===== src/common/lcs_regs.vh =====
// Register offsets, field layouts, reset values and timing for the sequencer.
`ifndef LCS_REGS_VH
`define LCS_REGS_VH

// Register byte offsets on APB.
`define LCS_CTRL_ADDR     12'h000
`define LCS_ORDER_ADDR    12'h004
`define LCS_COEF0_ADDR    12'h010
`define LCS_STATUS_ADDR   12'h030
`define LCS_COEF_STRIDE   12'h004

// Control register fields.
`define LCS_CTRL_EN_BIT   0
`define LCS_CTRL_MODE_BIT 1
`define LCS_CTRL_SEL_LSB  2
`define LCS_CTRL_REV_BIT  4
`define LCS_CTRL_NCOL_LSB 5
`define LCS_CTRL_RST_BIT  8
`define LCS_CTRL_RESET    32'h00000020

// Channel order register: three 2-bit channel codes, first in low bits.
`define LCS_ORDER_RESET   32'h00000024

// Channel codes.
`define LCS_CH_RED        2'h0
`define LCS_CH_GREEN      2'h1
`define LCS_CH_BLUE       2'h2

// Coefficient word: offset in [8:0], gain in [23:16].
`define LCS_COEF_RESET    32'h00000000
`define LCS_MAX_COLORS    5

// Input pixel clock limit for line modes.
`define LCS_PIX_MAX_MHZ   30
`define LCS_PCLK_MHZ      250

`endif


===== src/rtl/lcs_fifo.v =====
// Small synchronous FIFO with valid and ready on both sides.
`timescale 1ns/10ps
`default_nettype none

module lcs_fifo #(
    parameter WIDTH = 16,
    parameter DEPTH = 8,
    parameter AW    = 3
) (
    input  wire             pclk,
    input  wire             presetn,
    input  wire             in_valid,
    output wire             in_ready,
    input  wire [WIDTH-1:0] in_data,
    output wire             out_valid,
    input  wire             out_ready,
    output reg  [WIDTH-1:0] out_data
);

    reg [WIDTH-1:0] mem [0:DEPTH-1];
    reg [AW-1:0]    wr_q;
    reg [AW-1:0]    rd_q;
    reg [AW:0]      cnt_q;
    wire            push;
    wire            pop;
    wire [AW-1:0]   rd_nx;

    assign in_ready  = (cnt_q != DEPTH[AW:0]);
    assign out_valid = (cnt_q != {(AW+1){1'b0}});
    assign push      = in_valid & in_ready;
    assign pop       = out_valid & out_ready;
    assign rd_nx     = !pop ? rd_q :
                       (rd_q == DEPTH[AW-1:0] - 1'b1) ? {AW{1'b0}}
                                                      : rd_q + 1'b1;

    always @(posedge pclk)
    begin
        if (push)
            mem[wr_q] <= in_data;
    end

    // Read data is registered so the head word is always presented.
    always @(posedge pclk or negedge presetn)
    begin
        if (!presetn)
        begin
            wr_q     <= {AW{1'b0}};
            rd_q     <= {AW{1'b0}};
            cnt_q    <= {(AW+1){1'b0}};
        end
        else
        begin
            if (push)
                wr_q <= (wr_q == DEPTH[AW-1:0] - 1'b1) ? {AW{1'b0}}
                                                       : wr_q + 1'b1;
            rd_q <= rd_nx;
            if (push && !pop)
                cnt_q <= cnt_q + 1'b1;
            else if (pop && !push)
                cnt_q <= cnt_q - 1'b1;
        end
    end

    // The head word leaves a register; a push into an empty or emptying FIFO bypasses
    // the memory, which would still hold the stale word at that edge.
    always @(posedge pclk)
    begin
        if (push && (wr_q == rd_nx))
            out_data <= in_data;
        else
            out_data <= mem[rd_nx];
    end

endmodule

`default_nettype wire


===== src/rtl/lcs_sequencer.v =====
// Line-sequential channel and coefficient sequencer with APB registers.
`timescale 1ns/10ps
`default_nettype none
`include "lcs_regs.vh"


module lcs_sequencer #(
    parameter PIX_W  = 16,
    parameter FDEPTH = 8,
    parameter FAW    = 3
) (
    input  wire             pclk,
    input  wire             presetn,
    input  wire             psel,
    input  wire             penable,
    input  wire             pwrite,
    input  wire [11:0]      paddr,
    input  wire [31:0]      pwdata,
    output reg  [31:0]      prdata,
    output reg              pready,
    output reg              pslverr,
    input  wire             line_start_pulse,
    input  wire             pixel_valid,
    output reg              pixel_ready,
    input  wire [PIX_W-1:0] red_sensor_input,
    input  wire [PIX_W-1:0] green_sensor_input,
    input  wire [PIX_W-1:0] blue_sensor_input,
    output reg              out_valid,
    input  wire             out_ready,
    output reg  [PIX_W-1:0] out_data,
    output reg  [1:0]       out_channel,
    output reg  [8:0]       dac_offset,
    output reg  [7:0]       pga_gain,
    output reg              line_active
);

    // ****************************************************************
    // Register file
    // ****************************************************************
    reg  [31:0] ctrl_q;
    reg  [31:0] order_q;
    reg  [31:0] coef_q [0:`LCS_MAX_COLORS-1];
    reg  [1:0]  ch_q;
    reg  [2:0]  col_q;
    reg         armed_q;
    reg  [31:0] rdata_d;
    reg         err_d;
    wire        acc;
    wire        en;
    wire        mode3;
    wire        rev;
    wire [1:0]  sel;
    wire [2:0]  ncol;
    wire        restart;
    wire [`LCS_MAX_COLORS-1:0] coef_we;
    integer     i;
    genvar      g;

    assign acc   = psel & penable & ~pready;
    assign en    = ctrl_q[`LCS_CTRL_EN_BIT];
    assign mode3 = ctrl_q[`LCS_CTRL_MODE_BIT];
    assign sel   = ctrl_q[`LCS_CTRL_SEL_LSB+1:`LCS_CTRL_SEL_LSB];
    assign rev   = ctrl_q[`LCS_CTRL_REV_BIT];
    assign ncol  = ctrl_q[`LCS_CTRL_NCOL_LSB+2:`LCS_CTRL_NCOL_LSB];

    // ****************************************************************
    // Coefficient write strobes
    // ****************************************************************
    // One strobe per word keeps the address compare out of the write loop.
    generate
        for (g = 0; g < `LCS_MAX_COLORS; g = g + 1)
        begin : g_coef_we
            localparam integer ofs = `LCS_COEF0_ADDR + g * `LCS_COEF_STRIDE;
            assign coef_we[g] = acc & pwrite & (paddr == ofs[11:0]);
        end
    endgenerate

    // Index of a coefficient word, or 7 when the address is none.
    function [2:0] coef_idx;
        input [11:0] a;
        integer      k;
        begin
            coef_idx = 3'h7;
            for (k = 0; k < `LCS_MAX_COLORS; k = k + 1)
                if (a == `LCS_COEF0_ADDR + k[11:0] * `LCS_COEF_STRIDE)
                    coef_idx = k[2:0];
        end
    endfunction

    // Channel code held in one slot of the order register.
    function [1:0] order_ch;
        input [31:0] o;
        input [1:0]  slot;
        begin
            case (slot)
                2'h0:    order_ch = o[1:0];
                2'h1:    order_ch = o[3:2];
                default: order_ch = o[5:4];
            endcase
        end
    endfunction

    always @*
    begin
        rdata_d = 32'h00000000;
        err_d   = 1'b0;
        if (paddr == `LCS_CTRL_ADDR)
            rdata_d = {23'h000000, ctrl_q[8:0]};
        else if (paddr == `LCS_ORDER_ADDR)
            rdata_d = {26'h0000000, order_q[5:0]};
        else if (paddr == `LCS_STATUS_ADDR)
            rdata_d = {24'h000000, armed_q, col_q, 2'h0, out_channel};
        else if (coef_idx(paddr) != 3'h7)
            rdata_d = coef_q[coef_idx(paddr)];
        else
            err_d = 1'b1;
    end

    // One wait state: pready rises in the second access cycle.
    always @(posedge pclk or negedge presetn)
    begin
        if (!presetn)
        begin
            ctrl_q  <= `LCS_CTRL_RESET;
            order_q <= `LCS_ORDER_RESET;
            prdata  <= 32'h00000000;
            pready  <= 1'b0;
            pslverr <= 1'b0;
            for (i = 0; i < `LCS_MAX_COLORS; i = i + 1)
                coef_q[i] <= `LCS_COEF_RESET;
        end
        else
        begin
            pready  <= acc;
            pslverr <= acc & err_d;
            prdata  <= (acc & ~pwrite) ? rdata_d : 32'h00000000;
            // Soft restart is self-clearing.
            ctrl_q[`LCS_CTRL_RST_BIT] <= 1'b0;
            if (acc && pwrite && !err_d)
            begin
                if (paddr == `LCS_CTRL_ADDR)
                    ctrl_q <= {23'h000000, pwdata[8:0]};
                else if (paddr == `LCS_ORDER_ADDR)
                    order_q <= {26'h0000000, pwdata[5:0]};
            end
            for (i = 0; i < `LCS_MAX_COLORS; i = i + 1)
                if (coef_we[i])
                    coef_q[i] <= pwdata;
        end
    end

    // ****************************************************************
    // Line sequencer
    // ****************************************************************
    // Mode change or soft restart rearms so the next pulse picks the first.
    reg        mode_q;
    reg [2:0]  ncol_q;
    wire [2:0] last;
    wire       mono;
    wire [2:0] first_col;
    wire [2:0] next_col;
    wire [1:0] next_slot;
    reg  [1:0] slot_q;

    assign restart   = ~en | ctrl_q[`LCS_CTRL_RST_BIT] | (mode_q != mode3)
                     | (ncol_q != ncol);
    assign mono      = (sel != `LCS_CH_RED) | (ncol < 3'h2);
    assign last      = mono ? 3'h0 :
                       (ncol > 3'h5) ? 3'h4 : ncol - 3'h1;
    assign first_col = rev ? last : 3'h0;
    assign next_col  = rev ? ((col_q == 3'h0) ? last : col_q - 3'h1)
                           : ((col_q >= last) ? 3'h0 : col_q + 3'h1);
    assign next_slot = (slot_q == 2'h2) ? 2'h0 : slot_q + 2'h1;

    always @(posedge pclk or negedge presetn)
    begin
        if (!presetn)
        begin
            mode_q  <= 1'b0;
            ncol_q  <= 3'h1;
            armed_q <= 1'b1;
            col_q   <= 3'h0;
            slot_q  <= 2'h0;
            ch_q    <= `LCS_CH_RED;
            line_active <= 1'b0;
            dac_offset  <= 9'h000;
            pga_gain    <= 8'h00;
        end
        else
        begin
            mode_q <= mode3;
            ncol_q <= ncol;
            if (restart)
            begin
                armed_q     <= 1'b1;
                line_active <= 1'b0;
            end
            else if (line_start_pulse)
            begin
                armed_q     <= 1'b0;
                line_active <= 1'b1;
                if (mode3)
                begin
                    slot_q <= armed_q ? 2'h0 : next_slot;
                    ch_q   <= order_ch(order_q,
                                       armed_q ? 2'h0 : next_slot);
                    // Three-input mode uses slots 0..2 for per-channel sets.
                    dac_offset <= coef_q[order_ch(order_q,
                                  armed_q ? 2'h0 : next_slot)][8:0];
                    pga_gain   <= coef_q[order_ch(order_q,
                                  armed_q ? 2'h0 : next_slot)][23:16];
                end
                else
                begin
                    col_q      <= armed_q ? first_col : next_col;
                    ch_q       <= (sel == 2'h3) ? `LCS_CH_RED : sel;
                    dac_offset <= coef_q[armed_q ? first_col
                                                 : next_col][8:0];
                    pga_gain   <= coef_q[armed_q ? first_col
                                                 : next_col][23:16];
                end
            end
        end
    end

    // ****************************************************************
    // Pixel path
    // ****************************************************************
    // Converter rate equals pixel rate; one pixel per accepted beat.
    reg  [PIX_W-1:0] pix_d;
    reg  [FAW:0]     occ_d;
    reg  [FAW:0]     occ_q;
    wire             f_ovalid;
    wire [PIX_W-1:0] f_odata;
    wire             take;
    wire             push;
    wire             pop;
    wire             act_d;

    assign take  = ~out_valid | out_ready;
    assign push  = pixel_valid & pixel_ready;
    assign pop   = f_ovalid & take;
    assign act_d = restart ? 1'b0 : (line_start_pulse | line_active);

    // ****************************************************************
    // Input handshake
    // ****************************************************************
    // Occupancy shadows the FIFO count so that ready can leave a flop
    // and still say exactly whether the next beat has room.
    always @*
    begin
        occ_d = occ_q;
        if (push && !pop)
            occ_d = occ_q + 1'b1;
        else if (pop && !push)
            occ_d = occ_q - 1'b1;
    end

    always @(posedge pclk or negedge presetn)
    begin
        if (!presetn)
        begin
            occ_q       <= {(FAW+1){1'b0}};
            pixel_ready <= 1'b0;
        end
        else
        begin
            occ_q       <= occ_d;
            pixel_ready <= act_d & (occ_d != FDEPTH[FAW:0]);
        end
    end

    always @*
    begin
        case (ch_q)
            `LCS_CH_GREEN: pix_d = green_sensor_input;
            `LCS_CH_BLUE:  pix_d = blue_sensor_input;
            default:       pix_d = red_sensor_input;
        endcase
    end

    lcs_fifo #(
        .WIDTH (PIX_W),
        .DEPTH (FDEPTH),
        .AW    (FAW)
    ) u_fifo (
        .pclk      (pclk),
        .presetn   (presetn),
        .in_valid  (push),
        .in_ready  (),
        .in_data   (pix_d),
        .out_valid (f_ovalid),
        .out_ready (take),
        .out_data  (f_odata)
    );

    always @(posedge pclk or negedge presetn)
    begin
        if (!presetn)
        begin
            out_valid   <= 1'b0;
            out_data    <= {PIX_W{1'b0}};
            out_channel <= `LCS_CH_RED;
        end
        else
        begin
            out_channel <= ch_q;
            if (take)
            begin
                out_valid <= f_ovalid;
                if (f_ovalid)
                    out_data <= f_odata;
            end
        end
    end

endmodule

`default_nettype wire

===== config.mk =====
export PLATFORM = sky130hd
export DESIGN_NAME = lcs_sequencer
export DESIGN_NICKNAME = d
export VERILOG_FILES = /design/src/rtl/lcs_fifo.v /design/src/rtl/lcs_sequencer.v
export VERILOG_INCLUDE_DIRS = /design/src /design/src/common
export SDC_FILE = /design/constraint.sdc
export NUM_CORES = 1
export LEC_CHECK = 0
export BUFFER_PORTS_ARGS = -buffer_cell sky130_fd_sc_hd__buf_2
export CORE_UTILIZATION = 54
export DETAILED_ROUTE_END_ITERATION = 16
export PLACE_DENSITY = 0.8
export SKIP_LAST_GASP = 1
export SLEW_MARGIN = 5
export SYNTH_ARGS = -nofsm -noshare
export SYNTH_HDL_FRONTEND = slang
export SYNTH_SLANG_ARGS = --single-unit
export TNS_END_PERCENT = 10

===== constraint.sdc =====
create_clock -name pclk -period 3.16 [get_ports pclk]
set_input_delay 0.158 -clock pclk [delete_from_list [all_inputs] [get_ports pclk]]
set_output_delay 0.158 -clock pclk [all_outputs]
set_load 0.01 [all_outputs]

==> results.md, run 1 <==
- Area Overhead vs Synth: 18.7%
- Grt total ovfl: 0
- CP startpoint: ctrl_q[5]
- Dpl ws: 0.0531 ns
- Unrepaired setup endpoints after global routing: yes
- Fmax: 325 MHz
- Starting DRT DRC Count: about 1,100
- Hold depth: 4
- Antenna cells: 0
- Drt drc: 0
- Footprint of the multi-input gates: 7540 um^2
- Clk pin slew, worst setup/hold paths: 0.06 ns
- CTS Buffer Depth: 3
- Routed wire length: between 40,000 and 50,000 um
- Final setup violation count: 0
- Hold Crit Start: pixel_valid
- Die area: 35,300 um^2
- Reg-to-Reg Start: ctrl_q[5]
- Chip Width: 188 um
- TritonCTS Buffers: 42
- Register-to-Register Path Depth: 13
- Drt wl/cell: 23.2 um
- Inst Count DP: 1,977
- Slew margin rel.: 20.7%
- Post-DRT Antenna Nets: 0
- Async SR Flop Fraction: around 68%
- Pwr/cell area: 559 nW/um^2
- GRT Total Usage: between 20% and 30%
- Crit end category: flip-flop
- Hpwl dp: 29,300 um
- CTS sink cnt: 404
- # Max-Cap Violations: 0
- Hold Crit Class: input pin to flip-flop
- Post-synthesis compound-gate area fraction: between 10 and 15%
- Synthesis Warnings: 0
- Die height: 188 um
- WHS Endpoint: occ_q[1]
- Minimum clock period: a little over 3 ns
- Critical Path RT: 3.64 ns
- Mux contribution to synthesized area: 20.6%
- Worst vdd ir: 441 uV
- Netlist cell types: 70
- Detailed Routing Iterations Pass 1: 8
- DR vias/cell: 6.31
- Arrival @ worst endpoint: about 3.6 ns
- Synth Area in Simple Gates: 7.05%
- Vias: 13,202
- Total Power: 12,400 uW
- Final Hold Fails: 0
- Layout cell share with drive strength beyond 1: 35.5%
- Largest net degree at the start of global routing: ~90
- Setup TNS: 0 ns
- Count of final max-slew check failures: 0
- Final std cells w/o fill: 2,092
- Final GP Congestion: about 0.86
- Post-Syn Instances: roughly 1,400
- Final nets: 1,732
- Setup Crit Path Kind: flip-flop to flip-flop
- PnR worst setup slack: a little under 0.09 ns
- Rows: 67
- Post-Syn Area: 18,700 um^2
- Clk_lat worst skew: 0.55 ns
- Synth Area in XOR/XNOR: 0.563%
- Htree depth: 2
- Synth Area in Adders: 1.38%
- Most used DFF post-synth: dfrtp_1
- Sequential fraction of the synthesis area: 57.6%
- Status: finished, final reports clean
- Io pins: 172
- Hold Worst Slack: 0.0342 ns
- Main combinational cell family by area after synthesis: multiplexers
- Global-route wire length before repair: 76,300 um
- CP max FO: 18
- Worst slew pin tran: about 1.2 ns
- Net Count, Synth: between 1,500 and 2,000
- Initial Util: a little under three fifths
- Post-synth EDFFs: 128
- CTS Root Buffer Type: clkbuf_16
- RR Endpoint: dac_offset[5]
- Fillers: 2,366
- Flops & latches, synth: ~400
- Startpoint Class: flip-flop
- Flop-to-flop setup slack: 0.09 ns
- Vias in the first global route: ~14,000
- Port Buffers: 171
- Leak Pwr: around 0.0099 uW
- Syn Area/Cell: 13.4 um^2
- Core Area: 33,800 um^2
- Clk_skew: around 0.028 ns
- Period utilization: 97.3%
- Antenna violations before repair: 0
- CTS tree: yes
- Register Area: 10,700 um^2
## worst max-delay path: stages (launching register included)
cell and delay (ns):
dfstp_2 0.55, ha_1 0.17, nand2b_1 0.16, o211ai_1 0.14, or2_2 0.31, ha_1 0.22, nor3b_2 0.23, o21ai_1 0.15
buf_4 0.17, a21oi_2 0.16, buf_4 0.26, o21ai_0 0.13, a21bo_2 0.28, nand4_1 0.08
## logic make-up after synthesis
family	after synthesis
buf+inv	110
fa+ha+maj	20
mux	318
xor+xnor	12
simple gates	248
compound gates	278
flops	404
## state kept, by name, summed over array words and instances, names as in the netlist, 3 cells and up, named ones only
name,cells
u_fifo.rd_q,3
ctrl_q,9
col_q,3
order_q,6
ncol_q,3
occ_q,4
dac_offset,9
prdata,32
u_fifo.wr_q,3
u_fifo.mem,128
pga_gain,8
u_fifo.cnt_q,4
out_data,16
coef_q,160
## report_power, final
group | switching, uW | total, uW | internal (uW)
registers | 143 | 5750 | 5610
clock network | 2000 | 4880 | 2880
logic | 934 | 1750 | 815
## layout by cell type, fill, tap and decap left out, types with 8 or more instances in the layout
cell type and instances:
clkbuf_1 9, a22o_1 14, clkbuf_8 9, nand3_1 42
ha_1 17, a21oi_1 15, nand2_1 72, mux2i_1 93
buf_12 12, edfxtp_1 128, o21ai_0 104, a21bo_2 34
nor2_1 34, inv_1 19, mux4_2 33, clkbuf_16 43
mux2_2 185, nor3_1 8, dfrtp_1 268, a22oi_1 50
nand4_1 35, a222oi_1 10, buf_4 47, dlygate4sd3_1 37
buf_2 170, nand2b_1 11
## routing by layer
metal / vias up / track usage (%) / wire, um
met5: - / 0 / 0
met1: 6659 / 34.7 / 18400
met4: 0 / 12.6 / 2110
met3: 159 / 4.66 / 3730
li1: 5727 / - / -
met2: 657 / 47.2 / 24200
## worst max path at each step
| stage | endpoint | slack, ns | cells after the start |
|---|---|---|---|
| 3_3_place_gp | dac_offset[0] | 0.17 | 12 |
| 5_1_grt | pga_gain[0] | -0.10 | 13 |
| 2_1_floorplan | dac_offset[0] | 0.06 | 12 |
| 6_report | dac_offset[5] | 0.09 | 13 |
| 3_5_place_dp | dac_offset[6] | 0.05 | 13 |
| 4_1_cts | pga_gain[0] | 0.02 | 13 |
## per-stage QoR
stage	instance area, um^2	util (%)
finish	22200	65.6
global route	22200	65.6
CTS	22100	65.4
detailed placement	20300	60.2
global placement	20300	60.2
floorplan	18700	-
## synth_stat cells, types with 16 or more instances
cell      number  area [um^2]
dfrtp_1      268         6710
mux2_2       185         2080
edfxtp_1     128         3840
o21ai_0      107          536
mux2i_1       94          941
nand2_1       72          270
clkbuf_1      52          195
a22oi_1       50          375
nand3_1       42          210
nand4_1       35          219
a21bo_2       34          340
nor2_1        34          128
mux4_2        33          743
buf_2         25          125
ha_1          19          238
inv_1         19         71.3
a21oi_1       16         80.1
## layout make-up
type | instances | area share [%]
well taps | 448 | 2.53
multi-input cells | 876 | 34.0
inverters | 19 | 0.322
clock buffers | 61 | 5.57
flip-flops and latches | 404 | 48.5
clock inverters | 15 | 0.678
repair buffers | 269 | 8.36
## repair_timing
item,in CTS,in global routing
gates resized for setup,3,12
hold buffers,37,0
hold endpoints to repair,244,0
setup buffers,1,0
setup endpoints to repair,1,17
pin swaps,1,6
gates cloned,1,0
No activity file was read; power rests on OpenSTA's default activity.
==> inputs of run 2 (changes only) <==
--- a/config.mk
+++ b/config.mk
@@ -7,9 +7,9 @@
 export NUM_CORES = 1
 export LEC_CHECK = 0
 export BUFFER_PORTS_ARGS = -buffer_cell sky130_fd_sc_hd__buf_2
-export CORE_UTILIZATION = 54
+export CORE_UTILIZATION = 33
 export DETAILED_ROUTE_END_ITERATION = 16
-export PLACE_DENSITY = 0.8
+export PLACE_DENSITY = 0.55
 export SKIP_LAST_GASP = 1
 export SLEW_MARGIN = 5
 export SYNTH_ARGS = -nofsm -noshare
==> run 2 against run 1 <==
  * Sequential power grew 2%
  * Clock power up 18%
  * Hold slack got worse by 0.0045 ns
  * Final cell count up 16%
  * Global-route usage down 9.0 points
  * Die area grew 63%
  * Combinational power shrank 4%
  * Non-clock buffer count increased by 27
  * Clock skew shrank 0.0084 ns
  * Worst setup slack better by 0.012 ns
==> results.md, run 2 (synthesized netlist as in run 1, its figures left out) <==
- Status: finished, final reports clean
- Antenna violations before repair: 3
- CTS Buffer Depth: 3
- Area Overhead vs Synth: 23.1%
- Vias in the first global route: 13,334
- Largest net degree at the start of global routing: 73
- Most common cell on crit path: o211ai_1
- Final Hold Fails: 0
- WP buf/inv: 1
- Rows: 86
- Layout cell share with drive strength beyond 1: 37.1%
- Drt wl/cell: 21.9 um
- Hpwl dp: 35,200 um
- Max FFs per register: between 150 and 200
- Final nets: approximately 1,800
- CP startpoint: ctrl_q[5]
- Max incr delay on CP: 0.56 ns
- Starting DRT DRC Count: 924
- Worst slew pin tran: 0.944 ns
- TritonCTS Buffers: 46
- Startpoint Class: flip-flop
- Post-DRT Antenna Nets: 0
- Htree depth: 2
- Minimum clock period: approximately 3.1 ns
- Dpl ws: approximately 0.064 ns
- Total Power: 13,300 uW
- Crit end category: flip-flop
- Count of final max-slew check failures: 0
- GRT Total Usage: 18.6%
- CP max FO: 5
- Worst vdd ir: between 400 and 500 uV
- Arrival @ worst endpoint: 3.56 ns
- Slew margin rel.: 37.0%
- Routed wire length: about 53,000 um
- Clk_lat worst skew: 0.59 ns
- Post-Place Cell Area: 20,800 um^2
- Hold Crit Start: red_sensor_input[15]
- Vias: 12,965
- Chip Width: 240 um
- Commonest non-fill, non-tap cell in the layout: dfrtp_1
- Grt total ovfl: 0
- Leak Pwr: 0.0102 uW
- Clk pin slew, worst setup/hold paths: 0.06 ns
- Slowest cell on crit path: dfstp_2
- Top reg by flops: coef_q
- Drt drc: 0
- Setup Crit Path Kind: flip-flop to flip-flop
- Die height: 240 um
- CTS tree: yes
- Detailed Routing Iterations Pass 1: 7
- Global-route wire length before repair: 81,200 um
- Clk_skew: 0.0192 ns
- Pwr/cell area: 580 nW/um^2
- DR vias/cell: 5.34
- Final setup violation count: 0
- Hold Crit Class: input pin to flip-flop
- CTS sink cnt: 404
- Critical Path RT: 3.66 ns
- Period utilization: about 97%
- Largest delay share family, worst path: simple AND/OR/NAND/NOR gates
- Reg-to-Reg Start: ctrl_q[5]
- Fmax: 327 MHz
- Initial Util: 33.6%
- Final Util: 41.4%
- Die area: ~57,000 um^2
- Worst path cell trace: ha_1 -> nand2b_1 -> o211ai_1 -> or2_2 -> ha_1 -> nor3b_2 -> o211ai_1 -> o211ai_1 -> nor4b_4 -> buf_6 -> a21bo_2 -> nand4_1
- Port Buffers: 171
- Biggest regs: coef_q x160, u_fifo.mem x128, prdata x32
- Fin area: ~23,000 um^2
- Io pins: 172
- Final GP Congestion: ~0.9
- Commonest cells after routing, fill and taps aside: dfrtp_1, mux2_2, buf_2, edfxtp_1, o21ai_0
- # Max-Cap Violations: 0
- CTS Root Buffer Type: clkbuf_16
- Core Area: 55,500 um^2
- PnR worst setup slack: 0.0990 ns
run 2: cell count changes in the layout (fill, tap and decap cells not counted), moves of 2 or more:
cell | previous run | this run
clkinv_1 | 6 | 0
clkbuf_16 | 43 | 47
buf_6 | 2 | 4
dlygate4sd3_1 | 37 | 39
buf_4 | 47 | 74
clkinv_2 | 2 | 10
clkbuf_8 | 9 | 2
buf_12 | 12 | 8
clkinvlp_4 | 1 | 3
ha_1 | 17 | 19
bufinv_16 | 2 | 8
run 2: stage by stage:
step | std cells | hold WS (ns) | setup TNS (ns)
after floorplan | 1390 | -0.138 | 0
after global placement | 2301 | 0.166 | 0
after detailed placement | 2301 | 0.175 | 0
after CTS | 2426 | 0.0150 | 0
after global routing | 2430 | 0.0423 | -0.0803
final | 2430 | 0.0296 | 0
run 2: final cells by class:
| type | count | area [um^2] |
|---|---|---|
| antenna | 1 | 2.50 |
| tap | 748 | 936 |
| clock buffer | 58 | 1240 |
| timing repair buffer | 296 | 2020 |
| sequential | 404 | 10700 |
| multi-input combinational | 876 | 7550 |
| fill | 5214 | 32600 |
| inverter | 19 | 71.3 |
| clock inverter | 28 | 413 |
run 2: worst paths after layout:
check | end | slack [ns] | cells past startpoint
setup reg to reg | pga_gain[3] | 0.1 | 12
hold / removal | u_fifo.mem[5][15] | 0.03 | 4
hold reg to reg | prdata[12] | 0.47 | 2
min in group asynchronous | coef_q[14] | 0.14 | 2
setup / recovery | pga_gain[3] | 0.1 | 12
max in group asynchronous | coef_q[106] | 2.10 | 3
run 2: routing by layer:
layer  part of all wire, %  vias to the layer above  wire length, um  GRT usage (%)
met5                 0.064                        -               34              0
met4                   3.0                        4             1590           6.49
met3                   5.4                      113             2880           3.07
met2                    46                      398            24600           29.3
met1                    45                     6659            24200           26.0
li1                      -                     5791                -              -
run 2: power breakdown:
group	leakage (uW)	internal [uW]	switching, uW
registers	0.00486	5610	254
clock network	0.000801	3470	2310
logic	0.00449	839	840
total	0.0102	9920	3400
run 2: what timing repair did:
action	4_1_cts	5_1_grt
resized for setup	0	16
endpoints found under the setup margin	0	17
buffers inserted	0	1
endpoints found under the hold margin	243	0
hold buffers	39	0
run 2: worst reg2reg max path, stage by stage (launching register included):
cell	delay, ns
dfstp_2	0.56
ha_1	0.17
nand2b_1	0.14
o211ai_1	0.13
or2_2	0.31
ha_1	0.22
nor3b_2	0.26
o211ai_1	0.14
o211ai_1	0.17
nor4b_4	0.41
buf_6	0.20
a21bo_2	0.23
nand4_1	0.07
